===== config.mk =====
export PLATFORM = sky130hd
export DESIGN_NAME = bpf_protect
export DESIGN_NICKNAME = d
export VERILOG_FILES = /design/src/verilog/bpf_pkg.sv /design/src/verilog/bpf_protect.sv /design/src/verilog/bpf_delay.sv
export VERILOG_INCLUDE_DIRS = /design/src /design/src/verilog
export SDC_FILE = /design/constraint.sdc
export NUM_CORES = 1
export LEC_CHECK = 0
export ABC_CLOCK_PERIOD_IN_PS = 10600
export BUFFER_PORTS_ARGS = -buffer_cell sky130_fd_sc_hd__buf_2
export CORE_MARGIN = 2
export CORE_UTILIZATION = 60
export DETAILED_ROUTE_END_ITERATION = 8
export PLACE_DENSITY = 0.79
export SKIP_LAST_GASP = 1
export SLEW_MARGIN = 20
export SYNTH_ARGS = -nofsm -noshare
export SYNTH_HDL_FRONTEND = slang
export SYNTH_SLANG_ARGS = --single-unit

===== constraint.sdc =====
create_clock -name pclk -period 10.6 [get_ports pclk]
set_input_delay 0.53 -clock pclk [delete_from_list [all_inputs] [get_ports pclk]]
set_output_delay 0.53 -clock pclk [all_outputs]
set_load 0.03 [all_outputs]

===== src/verilog/bpf_regs.svh =====
/*
 * constants of the two-cell protection sequencer: register map, field
 * positions, reset values and delay figures.
 * assumes the includer counts delays in pclk cycles at 100 MHz.
 */
`ifndef BPF_REGS_SVH
`define BPF_REGS_SVH

// ----------------------------------------------------------------------
// register map
// ----------------------------------------------------------------------
`define BPF_ADDR_CTRL      12'h000
`define BPF_ADDR_COND      12'h004
`define BPF_ADDR_STATUS    12'h008
`define BPF_CTRL_SHORTEN   0
`define BPF_CTRL_RESET     32'h00000000
// condition bits written by the comparator front end
`define BPF_C_OC1          0
`define BPF_C_OC2          1
`define BPF_C_OCR1         2
`define BPF_C_OCR2         3
`define BPF_C_OD1          4
`define BPF_C_OD2          5
`define BPF_C_OCUR         6
`define BPF_C_SHORT        7
`define BPF_C_STBY_REL     8
`define BPF_C_XCHG         9
`define BPF_C_LOAD         10
`define BPF_COND_RESET     32'h00000000
`define BPF_COND_W         11
// status bits
`define BPF_S_CHG_EN       0
`define BPF_S_DSG_EN       1
`define BPF_S_PULLUP       2
`define BPF_S_PULLDN       3
`define BPF_S_STANDBY      4
`define BPF_S_OVCHG        5
`define BPF_S_OVDSG        6
`define BPF_S_OVCUR        7
`define BPF_S_SHORT        8
`define BPF_S_XCHG         9
`define BPF_S_TEST         10
`define BPF_S_W            11

// ----------------------------------------------------------------------
// delay figures, in their own units, and cycle counts
// ----------------------------------------------------------------------
`define BPF_CLK_HZ         100000000
`define BPF_OVCHG_DET_MS   1000
`define BPF_OVCHG_REL_MS   40
`define BPF_OVDSG_DET_MS   100
`define BPF_OVDSG_REL_US   1000
`define BPF_OVCUR_DET_MS   20
`define BPF_OVCUR_REL_US   1000
`define BPF_SHORT_DET_US   250
`define BPF_XCHG_DET_US    1500
`define BPF_XCHG_REL_US    1500
`define BPF_MS_CYC(t)      ((t) * (`BPF_CLK_HZ / 1000))
`define BPF_US_CYC(t)      ((t) * (`BPF_CLK_HZ / 1000000))
`define BPF_TEST_DIV       1024

`endif


===== src/verilog/bpf_pkg.sv =====
/*
 * types shared by the protection sequencer.
 * assumes nothing of its surroundings.
 */
package bpf_pkg;
   typedef enum logic [1:0] {
      bpf_chg_on,
      bpf_chg_ovchg,
      bpf_chg_xchg
   } bpf_chg_type;
endpackage : bpf_pkg


===== src/verilog/bpf_protect.sv =====
/*
 * sequencer of the two-cell protection controller with an apb slave.
 * comparator flags arrive by register or by pins, pins synchronised.
 * assumes pclk at 100 MHz and a single apb master.
 */
// The register offsets and the APB slave port were chosen for this implementation.
`timescale 1ns/1ps
`default_nettype none
`include "bpf_regs.svh"
module bpf_protect #(
   parameter int OVCHG_DET = `BPF_MS_CYC(`BPF_OVCHG_DET_MS),
   parameter int OVCHG_REL = `BPF_MS_CYC(`BPF_OVCHG_REL_MS),
   parameter int OVDSG_DET = `BPF_MS_CYC(`BPF_OVDSG_DET_MS),
   parameter int OVDSG_REL = `BPF_US_CYC(`BPF_OVDSG_REL_US),
   parameter int OVCUR_DET = `BPF_MS_CYC(`BPF_OVCUR_DET_MS),
   parameter int OVCUR_REL = `BPF_US_CYC(`BPF_OVCUR_REL_US),
   parameter int SHORT_DET = `BPF_US_CYC(`BPF_SHORT_DET_US),
   parameter int XCHG_DET  = `BPF_US_CYC(`BPF_XCHG_DET_US),
   parameter int XCHG_REL  = `BPF_US_CYC(`BPF_XCHG_REL_US),
   parameter int TEST_DIV  = `BPF_TEST_DIV
) (
   input  wire logic                 pclk,
   input  wire logic                 presetn,
   input  wire logic                 ce,
   input  wire logic                 psel,
   input  wire logic                 penable,
   input  wire logic                 pwrite,
   input  wire logic [11:0]          paddr,
   input  wire logic [31:0]          pwdata,
   output logic      [31:0]          prdata,
   output logic                      pready,
   output logic                      pslverr,
   input  wire logic [`BPF_COND_W-1:0] cond_pins,
   input  wire logic                 shorten_pin,
   output logic                      charge_fet_enable,
   output logic                      discharge_fet_enable,
   output logic                      pullup_resistor_select,
   output logic                      pulldown_resistor_select,
   output logic                      standby
);
   localparam int W = 28;

   // ----------------------------------------------------------------------
   // checks and helpers
   // ----------------------------------------------------------------------
   initial begin
      if (OVCHG_DET >= (1 << W)) $error("overcharge delay too long");
      if (TEST_DIV < 1) $error("test divider must be positive");
      if (SHORT_DET >= OVCUR_DET) $error("short delay must be shorter");
   end

   function automatic logic [W-1:0] lim(input int cyc, input logic tst);
      int v;
      v = tst ? cyc / TEST_DIV : cyc;
      if (v < 1) v = 1;
      lim = W'(v - 1);
   endfunction : lim

   // ----------------------------------------------------------------------
   // pin synchronisers
   // ----------------------------------------------------------------------
   logic [`BPF_COND_W:0] sync_a;
   logic [`BPF_COND_W:0] sync_b;

   always_ff @(posedge pclk or negedge presetn) begin
      if (!presetn) begin
         sync_a <= '0;
         sync_b <= '0;
      end else if (ce) begin
         sync_a <= {shorten_pin, cond_pins};
         sync_b <= sync_a;
      end
   end

   // ----------------------------------------------------------------------
   // apb slave
   // ----------------------------------------------------------------------
   logic [31:0]          ctrl;
   logic [`BPF_COND_W-1:0] cond_reg;
   logic [`BPF_S_W-1:0]  status;
   logic                 wr_acc;
   logic                 known;

   assign wr_acc = psel && penable && pwrite && pready;
   assign known  = (paddr == `BPF_ADDR_CTRL) || (paddr == `BPF_ADDR_COND)
                 || (paddr == `BPF_ADDR_STATUS);

   always_ff @(posedge pclk or negedge presetn) begin
      if (!presetn) begin
         pready <= 1'b0;
      end else if (ce) begin
         pready <= psel && !penable;
      end
   end

   always_ff @(posedge pclk or negedge presetn) begin
      if (!presetn) begin
         ctrl     <= `BPF_CTRL_RESET;
         cond_reg <= `BPF_COND_W'(`BPF_COND_RESET);
      end else if (ce && wr_acc) begin
         if (paddr == `BPF_ADDR_CTRL)
            ctrl <= pwdata & 32'h00000001;
         if (paddr == `BPF_ADDR_COND)
            cond_reg <= pwdata[`BPF_COND_W-1:0];
      end
   end

   always_ff @(posedge pclk or negedge presetn) begin
      if (!presetn) begin
         prdata  <= 32'h00000000;
         pslverr <= 1'b0;
      end else if (ce) begin
         pslverr <= psel && !penable && !known;
         if (psel && !penable && !pwrite) begin
            case (paddr)
               `BPF_ADDR_CTRL:   prdata <= ctrl;
               `BPF_ADDR_COND:   prdata <= 32'(cond_reg);
               `BPF_ADDR_STATUS: prdata <= 32'(status);
               default:          prdata <= 32'h00000000;
            endcase
         end
      end
   end

   // ----------------------------------------------------------------------
   // condition decode
   // ----------------------------------------------------------------------
   logic [`BPF_COND_W-1:0] c;
   logic tst;
   logic oc_any, ocr_any, od_any, rel_ok;

   assign c   = cond_reg | sync_b[`BPF_COND_W-1:0];
   // high shortens, low selects normal delays
   assign tst = ctrl[`BPF_CTRL_SHORTEN] | sync_b[`BPF_COND_W];
   assign oc_any  = c[`BPF_C_OC1] | c[`BPF_C_OC2];
   assign ocr_any = c[`BPF_C_OCR1] | c[`BPF_C_OCR2];
   assign od_any  = c[`BPF_C_OD1] | c[`BPF_C_OD2];
   // both cells released, load node low or loaded
   assign rel_ok  = !ocr_any && (!c[`BPF_C_OCUR] || c[`BPF_C_LOAD]);

   // ----------------------------------------------------------------------
   // state
   // ----------------------------------------------------------------------
   bpf_pkg::bpf_chg_type chg;
   logic ovdsg, ovcur, short_st, stby;
   logic d_ocd, d_ocr, d_odd, d_odr, d_cur, d_cr, d_sc, d_xd, d_xr;

   // overcharge detection delay
   bpf_delay #(.WIDTH(W)) u_ocd (.pclk(pclk), .presetn(presetn), .ce(ce),
      .cond(chg == bpf_pkg::bpf_chg_on && oc_any),
      .limit(lim(OVCHG_DET, tst)), .done(d_ocd));
   bpf_delay #(.WIDTH(W)) u_ocr (.pclk(pclk), .presetn(presetn), .ce(ce),
      .cond(chg == bpf_pkg::bpf_chg_ovchg && rel_ok),
      .limit(lim(OVCHG_REL, tst)), .done(d_ocr));
   // overdischarge detect and release
   bpf_delay #(.WIDTH(W)) u_odd (.pclk(pclk), .presetn(presetn), .ce(ce),
      .cond(!ovdsg && od_any), .limit(lim(OVDSG_DET, tst)), .done(d_odd));
   bpf_delay #(.WIDTH(W)) u_odr (.pclk(pclk), .presetn(presetn), .ce(ce),
      .cond(ovdsg && !stby && !od_any),
      .limit(lim(OVDSG_REL, tst)), .done(d_odr));
   // overcurrent held off during overcharge
   bpf_delay #(.WIDTH(W)) u_cur (.pclk(pclk), .presetn(presetn), .ce(ce),
      .cond(!ovcur && !short_st && chg != bpf_pkg::bpf_chg_ovchg
            && c[`BPF_C_OCUR]),
      .limit(lim(OVCUR_DET, tst)), .done(d_cur));
   bpf_delay #(.WIDTH(W)) u_cr (.pclk(pclk), .presetn(presetn), .ce(ce),
      .cond((ovcur || short_st) && !c[`BPF_C_OCUR]),
      .limit(lim(OVCUR_REL, tst)), .done(d_cr));
   // short circuit delay ignores test mode
   bpf_delay #(.WIDTH(W)) u_sc (.pclk(pclk), .presetn(presetn), .ce(ce),
      .cond(!short_st && c[`BPF_C_SHORT]),
      .limit(lim(SHORT_DET, 1'b0)), .done(d_sc));
   // excess charger count waits for overdischarge release
   bpf_delay #(.WIDTH(W)) u_xd (.pclk(pclk), .presetn(presetn), .ce(ce),
      .cond(chg == bpf_pkg::bpf_chg_on && !ovdsg && c[`BPF_C_XCHG]),
      .limit(lim(XCHG_DET, tst)), .done(d_xd));
   // excess charger release delay
   bpf_delay #(.WIDTH(W)) u_xr (.pclk(pclk), .presetn(presetn), .ce(ce),
      .cond(chg == bpf_pkg::bpf_chg_xchg && !c[`BPF_C_XCHG]),
      .limit(lim(XCHG_REL, tst)), .done(d_xr));

   always_ff @(posedge pclk or negedge presetn) begin
      if (!presetn) begin
         chg <= bpf_pkg::bpf_chg_on;
      end else if (ce) begin
         case (chg)
            bpf_pkg::bpf_chg_on:
               if (d_ocd)
                  chg <= bpf_pkg::bpf_chg_ovchg;
               else if (d_xd)
                  chg <= bpf_pkg::bpf_chg_xchg;
            bpf_pkg::bpf_chg_ovchg:
               if (d_ocr)
                  // excess charger present: stay off
                  chg <= c[`BPF_C_XCHG] ? bpf_pkg::bpf_chg_xchg
                                        : bpf_pkg::bpf_chg_on;
            bpf_pkg::bpf_chg_xchg:
               if (d_xr)
                  chg <= bpf_pkg::bpf_chg_on;
            default:
               chg <= bpf_pkg::bpf_chg_on;
         endcase
      end
   end

   always_ff @(posedge pclk or negedge presetn) begin
      if (!presetn) begin
         ovdsg <= 1'b0;
         stby  <= 1'b0;
      end else if (ce) begin
         if (d_odd) begin
            ovdsg <= 1'b1;
            // no standby while overcharged
            stby  <= chg != bpf_pkg::bpf_chg_ovchg;
         end else if (stby && c[`BPF_C_STBY_REL]) begin
            stby <= 1'b0;
         end else if (d_odr) begin
            ovdsg <= 1'b0;
         end
      end
   end

   // overcurrent and short never set standby
   always_ff @(posedge pclk or negedge presetn) begin
      if (!presetn) begin
         ovcur    <= 1'b0;
         short_st <= 1'b0;
      end else if (ce) begin
         if (d_cr) begin
            ovcur    <= 1'b0;
            short_st <= 1'b0;
         end else begin
            if (d_cur) ovcur <= 1'b1;
            if (d_sc) short_st <= 1'b1;
         end
      end
   end

   // ----------------------------------------------------------------------
   // outputs, all registered
   // ----------------------------------------------------------------------
   always_ff @(posedge pclk or negedge presetn) begin
      if (!presetn) begin
         charge_fet_enable        <= 1'b1;
         discharge_fet_enable     <= 1'b1;
         pullup_resistor_select   <= 1'b0;
         pulldown_resistor_select <= 1'b0;
         standby                  <= 1'b0;
         status                   <= '0;
      end else if (ce) begin
         charge_fet_enable        <= chg == bpf_pkg::bpf_chg_on;
         discharge_fet_enable     <= !(ovdsg || ovcur || short_st);
         // pull-up replaces pull-down once overdischarged
         pullup_resistor_select   <= ovdsg;
         pulldown_resistor_select <= !ovdsg && (ovcur || short_st);
         standby                  <= stby;
         status <= {tst, chg == bpf_pkg::bpf_chg_xchg, short_st, ovcur,
                    ovdsg, chg == bpf_pkg::bpf_chg_ovchg, stby,
                    !ovdsg && (ovcur || short_st), ovdsg,
                    !(ovdsg || ovcur || short_st),
                    chg == bpf_pkg::bpf_chg_on};
      end
   end
endmodule : bpf_protect
`default_nettype wire


===== src/verilog/bpf_delay.sv =====
/*
 * one detection or release delay: counts while its condition holds.
 * assumes a synchronous condition and a shared clock enable.
 */
`timescale 1ns/1ps
`default_nettype none
module bpf_delay #(
   parameter int WIDTH = 28
) (
   input  wire logic             pclk,
   input  wire logic             presetn,
   input  wire logic             ce,
   input  wire logic             cond,
   input  wire logic [WIDTH-1:0] limit,
   output logic                  done
);
   logic [WIDTH-1:0] count;

   initial begin
      if (WIDTH < 2) $error("bpf_delay width too small");
   end

   // dropped condition restarts from zero
   always_ff @(posedge pclk or negedge presetn) begin
      if (!presetn) begin
         count <= '0;
         done  <= 1'b0;
      end else if (ce) begin
         if (!cond) begin
            count <= '0;
            done  <= 1'b0;
         end else if (count >= limit) begin
            done <= 1'b1;
         end else begin
            count <= count + 1'b1;
         end
      end
   end
endmodule : bpf_delay
`default_nettype wire


Word level (Yosys, flattened, before mapping)
Index checks and enable logic that the tools add are counted.
{"block": "totals", "out_inout_bits": 39, "word_cells": 235, "inputBits": 62, "register_bits": 353}
{"block": "classes", "n_mux": 64, "n_eq_ne": 27, "n_bitwise": 5, "n_reduce_logical": 73, "addsub": 15, "magnitude_cmp": 15}
{"cell": "$mux W28", "n": 18}
{"cell": "$add A28 B1 Y28 const B", "n": 9}
{"cell": "$ge A28 B28 Y1", "n": 8}
{"cell": "$sub A28 B2 Y28 const B", "n": 6}
{"cell": "$mux W27", "n": 2}
{"cell": "$mux W24", "n": 2}
{"cell": "$reduce_and A2 Y1", "n": 24}
{"cell": "$mux W22", "n": 2}
{"cell": "$mux W21", "n": 2}
{"cell": "$mux W18", "n": 2}
{"cell": "$ne A2 B2 Y1 const B", "n": 18}
{"cell": "$mux W17", "n": 2}
{"cell": "$pmux W11 S3", "n": 1}
{"cell": "$ge A28 B15 Y1 const B", "n": 1}
{"cell": "$lt A27 B1 Y1 const B", "n": 1}
{"cell": "$mux W1", "n": 27}
{"cell": "$lt A24 B1 Y1 const B", "n": 1}
{"cell": "$logic_and A1 B1 Y1", "n": 23}
{"cell": "$lt A22 B1 Y1 const B", "n": 1}
{"cell": "$lt A21 B1 Y1 const B", "n": 1}
{"cell": "$lt A18 B1 Y1 const B", "n": 1}
{"cell": "$lt A17 B1 Y1 const B", "n": 1}
{"cell": "$eq A12 B3 Y1 const B", "n": 1}
{"cell": "$eq A12 B4 Y1 const B", "n": 1}
{"cell": "other kinds (15)", "n": 44}

Longest topological paths before layout
{"block": "depth", "depth_word": 8, "mapped_depth": 12, "mapped_depth_nobuf": 9}

Hierarchy
A second synthesis with hierarchy kept.
{"block": "unflattened", "hier_cells": 3002, "hier_area_um2": 25177.9}
{"mod": "bpf_delay at u_cr ...", "seq_area_each_um2": 725.7, "cells_each": 305, "instances": 8, "area_per_inst_um2": 2452.4}
{"mod": "bpf_protect", "seq_area_each_um2": 1679.1, "cells_each": 255, "instances": 1, "area_per_inst_um2": 3024.2}
{"mod": "bpf_delay at u_sc", "seq_area_each_um2": 725.7, "cells_each": 307, "instances": 1, "area_per_inst_um2": 2534.9}

Worst setup path before layout
OpenSTA, ideal clock, no wires.
{"block": "synth_path", "path_type": "reg2reg", "from": "register ctrl[0]", "to": "register u_ocd.count[0]", "t_required_ns": 10.475, "n_path_buf": 2, "period_less_slack_ns": 4.161, "setup_time_ns": 0.125, "arrival_time_ns": 4.037, "slack_ns": 6.439, "path_stages_with_launch": 12, "path_cell_list": "dfrtp_1 buf_2 nor2_2 inv_1 ha_1 or4bb_1 nor4_2 nand3_2 o211ai_2 buf_2 nor2_1 mux2_2"}
{"block": "synth_via", "elab_chain_len": 8}
{"item": "from (decl)", "line": "bpf_protect.sv:78", "source": "logic [31:0] ctrl;"}
{"item": "from (signal assigned)", "line": "bpf_protect.sv:98", "source": "ctrl <= `BPF_CTRL_RESET;"}
{"item": "from (signal assigned)", "line": "bpf_protect.sv:102", "source": "ctrl <= pwdata & 32'h00000001;"}
{"item": "$or A1 B1 Y1 (*)", "line": "bpf_protect.sv:134", "source": "assign tst = ctrl[`BPF_CTRL_SHORTEN] | sync_b[`BPF_COND_W];"}
{"item": "$mux W27 (*)", "line": "bpf_protect.sv:54", "source": "v = tst ? cyc / TEST_DIV : cyc;"}
{"item": "$lt A27 B1 Y1", "line": "bpf_protect.sv:55", "source": "if (v < 1) v = 1;"}
{"item": "$mux W27 (*)", "line": "bpf_protect.sv:55"}
{"item": "$sub A28 B2 Y28 (*)", "line": "bpf_protect.sv:56", "source": "lim = W'(v - 1);"}
{"item": "$ge A28 B28 Y1 (*)", "line": "bpf_delay.sv:32", "source": "end else if (count >= limit) begin"}
{"item": "$ne A2 B2 Y1 (no line) (*)"}
{"item": "$reduce_and A2 Y1 (no line) (*)"}
{"item": "to (signal assigned)", "line": "bpf_delay.sv:35", "source": "count <= count + 1'b1;"}
{"item": "to (decl)", "line": "bpf_delay.sv:17", "source": "logic [WIDTH-1:0] count;"}
Every way passes the cells marked *; elsewhere a longest branch is shown, timed or not.
A chain may end at the register's enable or synchronous reset.

Worst setup path in the final report
{"block": "layout_path", "from": "register ctrl[0]", "to": "register u_xd.count[17]"}
{"block": "layout_via", "elab_chain_len": 8}
{"item": "$or A1 B1 Y1 (*)", "line": "bpf_protect.sv:134"}
{"item": "$mux W18 (*)", "line": "bpf_protect.sv:54"}
{"item": "$lt A18 B1 Y1", "line": "bpf_protect.sv:55"}
{"item": "$mux W18 (*)", "line": "bpf_protect.sv:55"}
{"item": "$sub A28 B2 Y28 (*)", "line": "bpf_protect.sv:56"}
{"item": "$ge A28 B28 Y1 (*)", "line": "bpf_delay.sv:32"}
{"item": "$ne A2 B2 Y1 (no line) (*)"}
{"item": "$reduce_and A2 Y1 (no line) (*)"}
{"item": "to (signal assigned)", "line": "bpf_delay.sv:35"}
{"item": "to (decl)", "line": "bpf_delay.sv:17"}
Marks and branches as above.

==> metrics <==
CP peak stage delay 0.88 ns; largest net degree at the start of global routing 170; Ports 101; met1 usage 0.3948; WHS 0.0009751 ns; CP startpoint kind register; Core ar. 29800 um^2; Skew-Pair Late Insertion Delay 0.53 ns; worst hold-check path type in2async; first-pass GRT wire length 72190 um; H-tree levels 2; Resized cells post-CTS 0; Setup crit end kind register; drt via density 6.544; Avg Inst Size Synth 9.619 um^2; I/O Buffers 58; synthesized flop and latch total 328; main flop type after synthesis dfrtp_1; RSZ-0062 raised after global routing false; critical-path cell list nor2_2, inv_2, buf_4, ha_1, a21oi_1, a211oi_1, o21ai_0, nand4_1, or4_1, a21oi_1; Starting Density 0.6137; top cell type's share of synthesized area 0.4461; Max-Cap Viols 0; residual DRC count 0; fmax 210.2 MHz; met2 Track Usage GR 0.4379; CP max-delay cell dfrtp_1; Overflow after GRT 0; number of global-route vias before repair 14550; row cnt 63; nets@finish 2067; Vias 15340; IR Drop Worst-Case VDD 127.7 uV; EDFF count, synth 0; Slew Limit Fails 0; CP most frequent cell a21oi_1; antenna violations before repair 1; Antenna Violating Nets Remaining 0; Multi-input gate area 9450 um^2; post-CTS setup buffers 0; largest cells by area after synthesis dfrtp_1 45%, ha_1 5.5%, nand2_1 3.8%; post-synthesis sequential area ratio 0.4490; PD cells 149.0 nW/um^2; P_leak 8.995 nW; Die Ht 178.6 um; total chip power 2.998 mW; worst reg2reg startpoint ctrl[0]; Synth async-reset ratio 1.000; CTS Buf Count 38; gpl congestion 0.8672; Worst Tran Pin Value 1.026 ns; Post-synth top cells 326 x dfrtp_1, 184 x nand2_1, 102 x a21oi_1; WP buf/inv 2; cell taking the most area after synthesis dfrtp_1; most frequent cell after synthesis dfrtp_1; headroom to the max-slew limit 0.3100; WP data required 11.04 ns; Clock transition at path regs 0.06 ns; busiest layer in global routing met2; CTS sink cnt 328; kind of critical path reg2reg; status complete, no violations; register area 8210 um^2; layout cell share with drive strength beyond 1 0.1111; Ys Warns 0; skew final 0.01344 ns; 1st-iter DRT viols 1456; CP Data Arrival Time 5.20 ns; Worst Setup SP ctrl[0]; TritonCTS clock tree yes; Routed wire per std cell 18.51 um; Max clock buf depth 3; Area Overhead vs Synth 10.01%; die area 31890 um^2; hold buffers post-CTS 0; Worst Path Max Fanout 65; Crit path max-delay family simple AND/OR/NAND/NOR gates; Horiz. Die Dim 178.6 um; endpoints failing hold 0; clock root buffer clkbuf_16; drt total wl 43390 um; HPWL after detailed placement 28530 um; Post-Syn Instances 1901; Filler cells 2310; Tcrit/Tclk final 0.4487; Netlist cell types 92; M3 GR Usage 0.03751; Tot GR Track Use 0.2774; final setup TNS 0 ns; Setup Viol. Count Final 0; DRT Pass-1 Iters 7; minimum clock period 4.756 ns; Cell Area, Synth 18290 um^2
## layer usage
metal	wire length (um)	share of wire
met4	1268	0.029
met2	20020	0.46
met1	19570	0.45
met3	2522	0.058
met5	0	0
## where the power goes
group	internal [mW]	total, mW	switching (mW)	leakage (nW)
clock	0.878	1.40	0.523	0.672
combinational	0.0813	0.276	0.194	3.83
sequential	1.28	1.32	0.0384	4.49
total	2.24	3.00	0.756	8.99
## worst paths after layout
check                               endpoint  slack (ns)  depth (start not counted)
setup / recovery              u_xd.count[17]        5.84                         10
hold / removal               u_ocd.count[15]       0.001                          1
setup reg to reg              u_xd.count[17]        5.84                         10
hold reg to reg            charge_fet_enable        0.48                          2
max in group asynchronous    u_ocr.count[10]        8.57                          3
min in group pclk                 sync_a[10]        0.24                          2
## cells in the final DEF, fill, tap and decap left out, drive strengths merged, types with 7 or more instances in the layout
cell type	count
and3	38
and4	13
inv	53
a2111oi	7
o21ai	81
a21o	12
conb	21
a22oi	12
a32oi	9
nor3	46
or4	71
mux2	46
nand2	184
a211oi	17
and2	78
a31o	7
dfrtp	326
nor4	37
buf	70
xor2	8
o211ai	54
nor2b	7
nand2b	13
nor2	99
ha	81
a21oi	102
clkbuf	58
o311ai	20
o31ai	48
or3	31
a31oi	12
nand4	55
o21a	15
or2	7
xnor2	14
nand3	91
## stage by stage
stage | setup slack (ns) | utilization | instances | cell area (um^2)
final | 5.844 | 0.6751 | 2344 | 20120
after global routing | 5.538 | 0.6751 | 2344 | 20120
after CTS | 5.924 | 0.6748 | 2343 | 20110
after detailed placement | 5.958 | 0.6291 | 2274 | 18750
after global placement | 6.111 | 0.6289 | 2274 | 18740
after floorplan | 6.439 | - | 1921 | 18360
## layout make-up
| type | count | share of cell area |
|---|---|---|
| Multi-Input combinational cell | 1433 | 0.4698 |
| Sequential cell | 328 | 0.4081 |
| Clock buffer | 58 | 0.05965 |
| Tap cell | 390 | 0.02426 |
| Timing Repair Buffer | 70 | 0.02015 |
| Inverter | 53 | 0.009889 |
| Clock inverter | 11 | 0.008023 |
| Antenna cell | 1 | 0.0001244 |
## logic make-up after synthesis
logic type                 share of synthesized area
xor gates and xnor gates                     0.01054
buffers and inverters                        0.03934
AOI/OAI and AO/OA                             0.1778
DFF                                           0.4490
other                                      0.0002051
adders and majority gates                    0.05597
muxes                                        0.03161
and+or+nand+nor                               0.2355
Power figures use the tool's default switching activity.
